**config.mk**
```make
export PLATFORM = sky130hd
export DESIGN_NAME = sc_a_ctrl_regs
export DESIGN_NICKNAME = d
export VERILOG_FILES = /design/src/hdl/sc_a_ctrl_regs.v /design/src/hdl/sc_a_reg_file.v
export VERILOG_INCLUDE_DIRS = /design/src /design/src/hdl
export SDC_FILE = /design/constraint.sdc
export NUM_CORES = 1
export LEC_CHECK = 0
export BUFFER_PORTS_ARGS = -buffer_cell sky130_fd_sc_hd__buf_2
export CAP_MARGIN = 20
export CORE_ASPECT_RATIO = 0.5
export CORE_MARGIN = 5
export CORE_UTILIZATION = 56
export CTS_CLUSTER_DIAMETER = 100
export CTS_CLUSTER_SIZE = 24
export DETAILED_ROUTE_END_ITERATION = 16
export PLACE_DENSITY = 0.95
export REMOVE_ABC_BUFFERS = 1
export SKIP_CTS_REPAIR_TIMING = 1
export SLEW_MARGIN = 0
export SYNTH_ARGS = -nofsm -noshare
export SYNTH_HDL_FRONTEND = slang
export SYNTH_HIERARCHICAL = 1
export SYNTH_SLANG_ARGS = --single-unit
```
**constraint.sdc**
```tcl
create_clock -name I_MCLK -period 7.3 [get_ports I_MCLK]
set_input_delay 0.365 -clock I_MCLK [delete_from_list [all_inputs] [get_ports I_MCLK]]
set_output_delay 0.365 -clock I_MCLK [all_outputs]
set_load 0.005 [all_outputs]
```
**src/hdl/sc_a_ctrl_map.vh**
```
`ifndef SC_A_CTRL_MAP_VH
`define SC_A_CTRL_MAP_VH

// Register indices; the byte address on the bus is four times the index
`define IDX_BLK10_CR1 8'h81
`define IDX_BLK12_CR1 8'h89
`define IDX_BLK21_CR1 8'h95
`define IDX_BLK23_CR1 8'h9d
`define IDX_BLK10_CR2 8'h82
`define IDX_BLK12_CR2 8'h8a
`define IDX_BLK21_CR2 8'h96
`define IDX_BLK23_CR2 8'h9e

// Bus address layout
`define APB_AW 12
`define ADDR_IDX_MSB 9
`define ADDR_IDX_LSB 2
`define ADDR_BANK_BIT 10
`define ADDR_TOP_BIT 11

// Storage geometry
`define NUM_BLK 4
`define NUM_SLOT 8
`define SLOT_W 3
`define REG_W 8
`define REG_RESET 8'h00
`define CR2_SLOT_BASE 3'h4

// First control register fields
`define SEL_MSB 7
`define SEL_LSB 5
`define SEL_OVERRIDE 7
`define SEL_COMMON 3'h4
`define B_BRANCH_CAP_SIZE_MSB 4
`define B_BRANCH_CAP_SIZE_LSB 0

// Second control register fields
`define ABUS_EN_BIT 7
`define COLUMN_COMPARATOR_BUS_EN_BIT 6
`define AZ_EN_BIT 5
`define C_BRANCH_CAP_SIZE_MSB 4
`define C_BRANCH_CAP_SIZE_LSB 0

`define CAP_W 5
`define SEL_W 3

`endif

```
**src/hdl/sc_a_ctrl_regs.v**
```verilog
// How it works
// Bits 7..5 of control 1 pick the A and C branch sources.
// Select MSB high overrides low bits; A and C share one common source.
// Codes 000..011 pick one of four A sources; C stays on first source.
// Code 100 is the fifth A source; 101..111 are reserved.
// Bits 4..0 of control 1 are the B capacitor size, 0..31 units.
// Control 1 is fully read/write and clears to zero at reset.
// Four control 1 copies at indices 81h, 89h, 95h, 9Dh, both banks.
// Control 2 is fully read/write and clears to zero at reset.
// Control 2 bit 7 enables analog bus drive; otherwise tri-stated.
// With phase select 0, drive analog bus only late in phase two.
// With phase select 1, drive analog bus continuously.
// Control 2 bit 6 gates comparator result onto comparator bus.
// An undriven comparator bus is pulled low.
// Comparator sampled at internal phase one rise, held through phase two.
// Control 2 bit 5 enables auto-zero shorting and branch switches.
// Control 2 bits 4..0 hold the C capacitor size code.
// Four control 2 copies at indices 82h, 8Ah, 96h, 9Eh, both banks.
// Phase select swaps internal first and second clock phases.
// Feedback switch: off, always on, or phase two only under auto-zero.
// C capacitor code is plain binary, 0..31 units.
// Registers update only on addressed writes; reads have no side effects.
`timescale 1ns/1ps
`default_nettype none
`include "sc_a_ctrl_map.vh"

module sc_a_ctrl_regs (
  // Clock and reset
  input wire I_MCLK,
  input wire I_RSTN,
  // APB slave
  input wire I_PSEL,
  input wire I_PENABLE,
  input wire I_PWRITE,
  input wire [`APB_AW-1:0] I_PADDR,
  input wire [31:0] I_PWDATA,
  output wire [31:0] O_PRDATA,
  output reg O_PREADY,
  output reg O_PSLVERR,
  // Clock phases and late part of phase two
  input wire I_FIRST_CLOCK_PHASE,
  input wire I_SECOND_CLOCK_PHASE,
  input wire I_SAMPLE_LATE,
  // Per block inputs from neighbouring registers and comparators
  input wire [`NUM_BLK-1:0] I_PHASE_SWAP,
  input wire [`NUM_BLK-1:0] I_INTEGRATOR_FEEDBACK_SWITCH,
  input wire [`NUM_BLK-1:0] I_COMP,
  // Per block controls to the analog array
  output wire [`NUM_BLK*`SEL_W-1:0] O_A_SRC_SEL,
  output wire [`NUM_BLK-1:0] O_C_SRC_SEL,
  output wire [`NUM_BLK-1:0] O_SEL_RESERVED,
  output wire [`NUM_BLK*`CAP_W-1:0] O_B_BRANCH_CAP_SIZE,
  output wire [`NUM_BLK*`CAP_W-1:0] O_C_BRANCH_CAP_SIZE,
  output wire [`NUM_BLK-1:0] O_ABUS_OE,
  output wire [`NUM_BLK-1:0] O_COLUMN_COMPARATOR_BUS,
  output wire [`NUM_BLK-1:0] O_AZ_SHORT,
  output wire [`NUM_BLK-1:0] O_FB_SW
);

  // Address decode: {hit, slot}. Both banks alias the same storage.
  function [`SLOT_W:0] decode;
    input [`APB_AW-1:0] addr;
    reg [7:0] idx;
    begin
      idx = addr[`ADDR_IDX_MSB:`ADDR_IDX_LSB];
      decode = {1'b0, 3'h0};
      if (!addr[`ADDR_TOP_BIT]) begin
        case (idx)
          `IDX_BLK10_CR1: decode = {1'b1, 3'h0};
          `IDX_BLK12_CR1: decode = {1'b1, 3'h1};
          `IDX_BLK21_CR1: decode = {1'b1, 3'h2};
          `IDX_BLK23_CR1: decode = {1'b1, 3'h3};
          `IDX_BLK10_CR2: decode = {1'b1, 3'h4};
          `IDX_BLK12_CR2: decode = {1'b1, 3'h5};
          `IDX_BLK21_CR2: decode = {1'b1, 3'h6};
          `IDX_BLK23_CR2: decode = {1'b1, 3'h7};
          default: decode = {1'b0, 3'h0};
        endcase
      end
    end
  endfunction

  // Override forces the common source whatever the two low bits hold
  function [`SEL_W-1:0] a_source;
    input [`SEL_W-1:0] code;
    begin
      if (code[`SEL_W-1]) begin
        a_source = `SEL_COMMON;
      end else begin
        a_source = code;
      end
    end
  endfunction

  // Codes past the common one are flagged reserved; both branches still take the common source
  function sel_reserved;
    input [`SEL_W-1:0] code;
    begin
      sel_reserved = code[`SEL_W-1] & (code != `SEL_COMMON);
    end
  endfunction

  // Picks the external phase that acts as a given internal phase
  function phase_pick;
    input swap;
    input own;
    input other;
    begin
      if (swap) begin
        phase_pick = other;
      end else begin
        phase_pick = own;
      end
    end
  endfunction

  // APB phases
  localparam [2:0] ST_IDLE = 3'b001;
  localparam [2:0] ST_SETUP = 3'b010;
  localparam [2:0] ST_ACCESS = 3'b100;

  reg [2:0] state;
  reg [2:0] next_state;

  wire [`SLOT_W:0] dec;
  wire hit;
  wire [`SLOT_W-1:0] slot;
  wire setup;
  wire access;
  wire wr_en;
  wire rd_en;
  wire [`REG_W-1:0] rdata;
  wire [`NUM_SLOT*`REG_W-1:0] flat;

  assign dec = decode(I_PADDR);
  assign hit = dec[`SLOT_W];
  assign slot = dec[`SLOT_W-1:0];
  assign setup = I_PSEL & ~I_PENABLE;
  assign access = I_PSEL & I_PENABLE;

  // Writes land only at the completing access edge
  assign wr_en = access & O_PREADY & I_PWRITE & hit;
  // Reads are launched in setup so data is ready for the access phase
  assign rd_en = setup & ~I_PWRITE & hit;

  always @* begin
    next_state = ST_IDLE;
    case (state)
      ST_IDLE: begin
        next_state = setup ? ST_SETUP : ST_IDLE;
      end
      ST_SETUP: begin
        next_state = ST_ACCESS;
      end
      ST_ACCESS: begin
        next_state = setup ? ST_SETUP : ST_IDLE;
      end
      default: begin
        next_state = ST_IDLE;
      end
    endcase
  end

  always @(posedge I_MCLK) begin
    if (!I_RSTN) begin
      state <= ST_IDLE;
    end else begin
      state <= next_state;
    end
  end

  // Zero wait states: ready rises for exactly the cycle after setup
  always @(posedge I_MCLK) begin
    if (!I_RSTN) begin
      O_PREADY <= 1'b0;
    end else begin
      O_PREADY <= (next_state == ST_SETUP);
    end
  end

  // An unmapped address still completes, but flags an error
  always @(posedge I_MCLK) begin
    if (!I_RSTN) begin
      O_PSLVERR <= 1'b0;
    end else begin
      O_PSLVERR <= setup & ~hit;
    end
  end

  sc_a_reg_file u_regs (
    .i_clk(I_MCLK),
    .i_rst_n(I_RSTN),
    .i_we(wr_en),
    .i_waddr(slot),
    .i_wdata(I_PWDATA[`REG_W-1:0]),
    .i_re(rd_en),
    .i_raddr(slot),
    .o_rdata(rdata),
    .o_flat(flat)
  );

  // Upper bits read as zero
  assign O_PRDATA = {24'h000000, rdata};

  genvar b;
  generate
    for (b = 0; b < `NUM_BLK; b = b + 1) begin : g_blk
      wire [`REG_W-1:0] cr1;
      wire [`REG_W-1:0] cr2;
      wire [`SEL_W-1:0] sel_code;
      wire int_first_clock_phase;
      wire int_second_clock_phase;
      reg int_first_clock_phase_d;
      reg comp_hold;
      reg [`SEL_W-1:0] a_sel;
      reg c_sel;
      reg sel_rsvd;
      reg [`CAP_W-1:0] b_branch_cap_size;
      reg [`CAP_W-1:0] c_branch_cap_size;
      reg abus_oe;
      reg column_comparator_bus;
      reg az_short;
      reg fb_sw;
      wire [`CAP_W-1:0] b_branch_cap_size_field;
      wire [`CAP_W-1:0] c_branch_cap_size_field;
      wire abus_en;
      wire column_comparator_bus_en;
      wire az_en;
      wire first_clock_phase_rise;

      assign cr1 = flat[b*`REG_W +: `REG_W];
      assign cr2 = flat[(b+`NUM_BLK)*`REG_W +: `REG_W];
      assign sel_code = cr1[`SEL_MSB:`SEL_LSB];
      assign b_branch_cap_size_field = cr1[`B_BRANCH_CAP_SIZE_MSB:`B_BRANCH_CAP_SIZE_LSB];
      assign c_branch_cap_size_field = cr2[`C_BRANCH_CAP_SIZE_MSB:`C_BRANCH_CAP_SIZE_LSB];
      assign abus_en = cr2[`ABUS_EN_BIT];
      assign column_comparator_bus_en = cr2[`COLUMN_COMPARATOR_BUS_EN_BIT];
      assign az_en = cr2[`AZ_EN_BIT];

      // Phase select swaps which external phase acts as phase one
      assign int_first_clock_phase = phase_pick(I_PHASE_SWAP[b], I_FIRST_CLOCK_PHASE, I_SECOND_CLOCK_PHASE);
      assign int_second_clock_phase = phase_pick(I_PHASE_SWAP[b], I_SECOND_CLOCK_PHASE, I_FIRST_CLOCK_PHASE);
      assign first_clock_phase_rise = int_first_clock_phase & ~int_first_clock_phase_d;

      // Comparator is captured once per phase one rise and held, so
      // the bus stays stable all through phase two
      always @(posedge I_MCLK) begin
        if (!I_RSTN) begin
          int_first_clock_phase_d <= 1'b0;
          comp_hold <= 1'b0;
        end else begin
          int_first_clock_phase_d <= int_first_clock_phase;
          if (first_clock_phase_rise) begin
            comp_hold <= I_COMP[b];
          end
        end
      end

      // Source selection; the override forces the common source
      always @(posedge I_MCLK) begin
        if (!I_RSTN) begin
          a_sel <= 3'h0;
          c_sel <= 1'b0;
          sel_rsvd <= 1'b0;
        end else begin
          a_sel <= a_source(sel_code);
          c_sel <= cr1[`SEL_OVERRIDE];
          sel_rsvd <= sel_reserved(sel_code);
        end
      end

      always @(posedge I_MCLK) begin
        if (!I_RSTN) begin
          b_branch_cap_size <= 5'h00;
        end else begin
          b_branch_cap_size <= b_branch_cap_size_field;
        end
      end

      always @(posedge I_MCLK) begin
        if (!I_RSTN) begin
          c_branch_cap_size <= 5'h00;
        end else begin
          c_branch_cap_size <= c_branch_cap_size_field;
        end
      end

      // Without phase select the bus acts as a sample-and-hold, so
      // intermediate switch states never disturb it
      always @(posedge I_MCLK) begin
        if (!I_RSTN) begin
          abus_oe <= 1'b0;
        end else if (!abus_en) begin
          abus_oe <= 1'b0;
        end else if (I_PHASE_SWAP[b]) begin
          abus_oe <= 1'b1;
        end else begin
          abus_oe <= int_second_clock_phase & I_SAMPLE_LATE;
        end
      end

      // Bus level is low whenever this block does not drive it
      always @(posedge I_MCLK) begin
        if (!I_RSTN) begin
          column_comparator_bus <= 1'b0;
        end else begin
          column_comparator_bus <= column_comparator_bus_en & comp_hold;
        end
      end

      always @(posedge I_MCLK) begin
        if (!I_RSTN) begin
          az_short <= 1'b0;
        end else begin
          az_short <= az_en;
        end
      end

      // Under auto-zero the feedback switch may close only in phase two
      always @(posedge I_MCLK) begin
        if (!I_RSTN) begin
          fb_sw <= 1'b0;
        end else if (!I_INTEGRATOR_FEEDBACK_SWITCH[b]) begin
          fb_sw <= 1'b0;
        end else if (az_en) begin
          fb_sw <= int_second_clock_phase;
        end else begin
          fb_sw <= 1'b1;
        end
      end

      assign O_A_SRC_SEL[b*`SEL_W +: `SEL_W] = a_sel;
      assign O_C_SRC_SEL[b] = c_sel;
      assign O_SEL_RESERVED[b] = sel_rsvd;
      assign O_B_BRANCH_CAP_SIZE[b*`CAP_W +: `CAP_W] = b_branch_cap_size;
      assign O_C_BRANCH_CAP_SIZE[b*`CAP_W +: `CAP_W] = c_branch_cap_size;
      assign O_ABUS_OE[b] = abus_oe;
      assign O_COLUMN_COMPARATOR_BUS[b] = column_comparator_bus;
      assign O_AZ_SHORT[b] = az_short;
      assign O_FB_SW[b] = fb_sw;
    end
  endgenerate

endmodule // sc_a_ctrl_regs

`default_nettype wire

```
**src/hdl/sc_a_reg_file.v**
```verilog
`timescale 1ns/1ps
`default_nettype none
`include "sc_a_ctrl_map.vh"

module sc_a_reg_file (
  // Clock and reset
  input wire i_clk,
  input wire i_rst_n,
  // Write port
  input wire i_we,
  input wire [`SLOT_W-1:0] i_waddr,
  input wire [`REG_W-1:0] i_wdata,
  // Read port
  input wire i_re,
  input wire [`SLOT_W-1:0] i_raddr,
  output reg [`REG_W-1:0] o_rdata,
  // All slots, for the analog control logic
  output wire [`NUM_SLOT*`REG_W-1:0] o_flat
);

  reg [`REG_W-1:0] mem [0:`NUM_SLOT-1];
  integer k;

  always @(posedge i_clk) begin
    if (!i_rst_n) begin
      for (k = 0; k < `NUM_SLOT; k = k + 1) begin
        mem[k] <= `REG_RESET;
      end
    end else if (i_we) begin
      mem[i_waddr] <= i_wdata;
    end
  end

  // Read data is registered; a miss or idle cycle reads zero
  always @(posedge i_clk) begin
    if (!i_rst_n) begin
      o_rdata <= `REG_RESET;
    end else if (i_re) begin
      o_rdata <= mem[i_raddr];
    end else begin
      o_rdata <= `REG_RESET;
    end
  end

  genvar g;
  generate
    for (g = 0; g < `NUM_SLOT; g = g + 1) begin : g_flat
      assign o_flat[g*`REG_W +: `REG_W] = mem[g];
    end
  endgenerate

endmodule // sc_a_reg_file

`default_nettype wire

```
==> impl_metrics.tcl <==
set metrics [dict create \
    pin_count 174 \
    min_from "I_INTEGRATOR_FEEDBACK_SWITCH[1]" \
    num_vias 4051 \
    final_cell_mix "buf_2, and2_1, dfxtp_1" \
    status "finished, final reports clean" \
    cp-startpoint "I_PADDR[7]" \
    hold_viol_final 0 \
    synthFlopType "dfxtp_1" \
    wl_met2_um 7030 \
    ir_drop_mv 0.183 \
    antenna_found_initial 0 \
    arrival_ns 2.73 \
    clk_latency_ns 0.43 \
    clock.fmax_mhz 386 \
    first_pass_iters 5 \
    syn_inst 496 \
    syn_avg_cell_area_um2 12.6 \
    final_common_cell "buf_2" \
    finalSetupViolCount 0 \
    synth_area_um2 6260 \
    core_area_um2 10900 \
    crit_top_cell "buf_4" \
    cts_tree "built" \
    start_util_pct 57.2 \
    drtIter0Drc 299 \
    finalCritPeriodShare_pct 35.5 \
    layout.nets 661 \
    skew_ns 0.0205 \
    slew_headroom_pct 43.9 \
    die_area_um2 13500 \
    ys_seq_area_share_pct 60.4 \
    pwr_density_cell_nw_per_um2 264 \
    path_buf_inv 3 \
    row_count 27 \
    die_w_um 160 \
    grt_pass1_vias 4234 \
    max_cap_violations 0 \
    drive_above_1_share_pct 30.0 \
    io_buffer_count 122 \
    track_usage_pct 22.2 \
    leakage_nw 3.17 \
    detailed_place_hpwl_um 9520 \
    root_buffer "clkbuf_16" \
    fin_util_pct 66.6 \
    hold_class "in -> reg" \
    cts_max_level 4 \
    place_congestion 0.782 \
    cts.sinks 157 \
    overflow 0 \
    synth-edff-count 64 \
    viasPerCell 5.37 \
    crit_family "buffers and inverters" \
    yosysWarnings 6 \
    top_layer "met4" \
    grt_max_degree 94 \
    wl_met3_um 1510 \
    crit_type "in -> reg" \
    wl_met1_um 5980 \
    clockBufferDepth 2 \
    diodes 0 \
    cp-end-kind "flip-flop" \
    clk_pin_slew_worst_paths_ns 0.07 \
    yosys.area.top_type_share_pct 30.7 \
    fin_tns_setup_ns 0 \
    grt_pass1_wl_um 23000 \
    postRouteAntennaNets 0 \
    worst_pin_slew_ns 0.841 \
    die_y_um 84.8 \
    crit_fanout 37 \
    cp-start-kind "primary input" \
    synthArstFlopShare_pct 0 \
    ys_seq_elements 157 \
    netlist_top_cells_area "edfxtp_1, dfxtp_1, and2_1" \
    slew_viol_final 0 \
    route.detailed.drc 0 \
    synth.largest_area_cell "edfxtp_1" \
    finalWirelength_um 14900 \
    yosysUniqueCellTypes 43 \
    rr_startpoint "O_PREADY" \
    finalCriticalPeriod_ns 2.59 \
    routedWlPerCell_um 19.8 \
    rsz0062_at_grt "no" \
    cts_buffers 17 \
    max_stage_delay_ns 0.60 \
    crit_path_top_delay_cell "o21ai_0" \
    syn_to_final_growth_pct 16.3 \
    crit_required_ns 7.43 \
    cp_cell_sequence "buf_2, nor3b_4, nand3_1, nor3b_2, buf_4, nand2_1, o21ai_0, buf_4" \
]
[flip-flops by register name, indices dropped and copies added (netlist names), 4 cells and up]
signal	cells
g_blk.int_first_clock_phase_d	4
g_blk.az_short	4
u_regs/mem	64
g_blk.fb_sw	4
g_blk.column_comparator_bus	4
g_blk.sel_rsvd	4
g_blk.b_branch_cap_size	20
g_blk.a_sel	12
g_blk.comp_hold	4
u_regs/o_rdata	8
g_blk.c_branch_cap_size	20
g_blk.abus_oe	4
[per-layer routing]
| layer | track usage (%) | vias to the layer above |
|---|---|---|
| li1 | - | 1844 |
| met1 | 26.7 | 1899 |
| met2 | 36.8 | 268 |
| met3 | 7.75 | 40 |
| met4 | 9.06 | 0 |
| met5 | 0 | - |
[kinds of logic after synthesis]
family,count (synthesis),synth area share [%]
XOR/XNOR,3,0.420
multiplexers,40,6.39
flip-flops,157,60.4
buffers and inverters,71,8.23
AND/OR/NAND/NOR,182,19.4
other,1,0.0599
AO/OA/AOI/OAI,42,5.11
[synth_stat cells (6+ instances only)]
library cell  number
nor3_2            10
a22o_1            16
nor2b_1            6
clkbuf_1           8
dfxtp_1           93
nand2_1           10
mux2i_1           40
o21ai_0            6
and3b_1            8
edfxtp_1          64
buf_4             53
nor2_1             8
and2_1           114
[tightest hold or removal path, cell delays in order]
cell	delay [ns]
buf_2	0.09
nand2_1	0.05
a21oi_1	0.03
[layout make-up]
class,instances,area [um2]
flip-flops and latches,157,3780
fillers,752,3660
clock inverters,15,175
multi-input cells,291,2050
well taps,145,181
clock buffers,17,425
repair buffers,130,666
[through the flow]
stage / total power [mW] / hold WS, ns / worst slack, ns / instances / instance area [um2]
finish: 1.93 / 0.171 / 4.71 / 755 / 7290
detailed placement: 1.06 / 0.437 / 4.08 / 721 / 6680
global placement: 1.05 / 0.422 / 4.19 / 721 / 6680
floorplan: 1.00 / 0.418 / 1.08 / 448 / 5830
CTS: 1.93 / 0.157 / 4.44 / 753 / 7280
global route: 1.99 / 0.156 / 4.53 / 755 / 7290
[worst paths after layout]
kind | end | slack, ns | depth (start not counted)
setup / recovery | u_regs/mem[7][3] | 4.71 | 8
hold / removal | g_blk[1].fb_sw | 0.17 | 3
setup reg to reg | u_regs/mem[0][6] | 4.98 | 5
hold reg to reg | g_blk[3].comp_hold | 0.45 | 1
[power by group]
group,internal (mW),switching [mW]
Sequential,0.939,0.0145
Combinational,0.0361,0.0522
Clock,0.489,0.395
No activity file was read; power rests on OpenSTA's default activity.
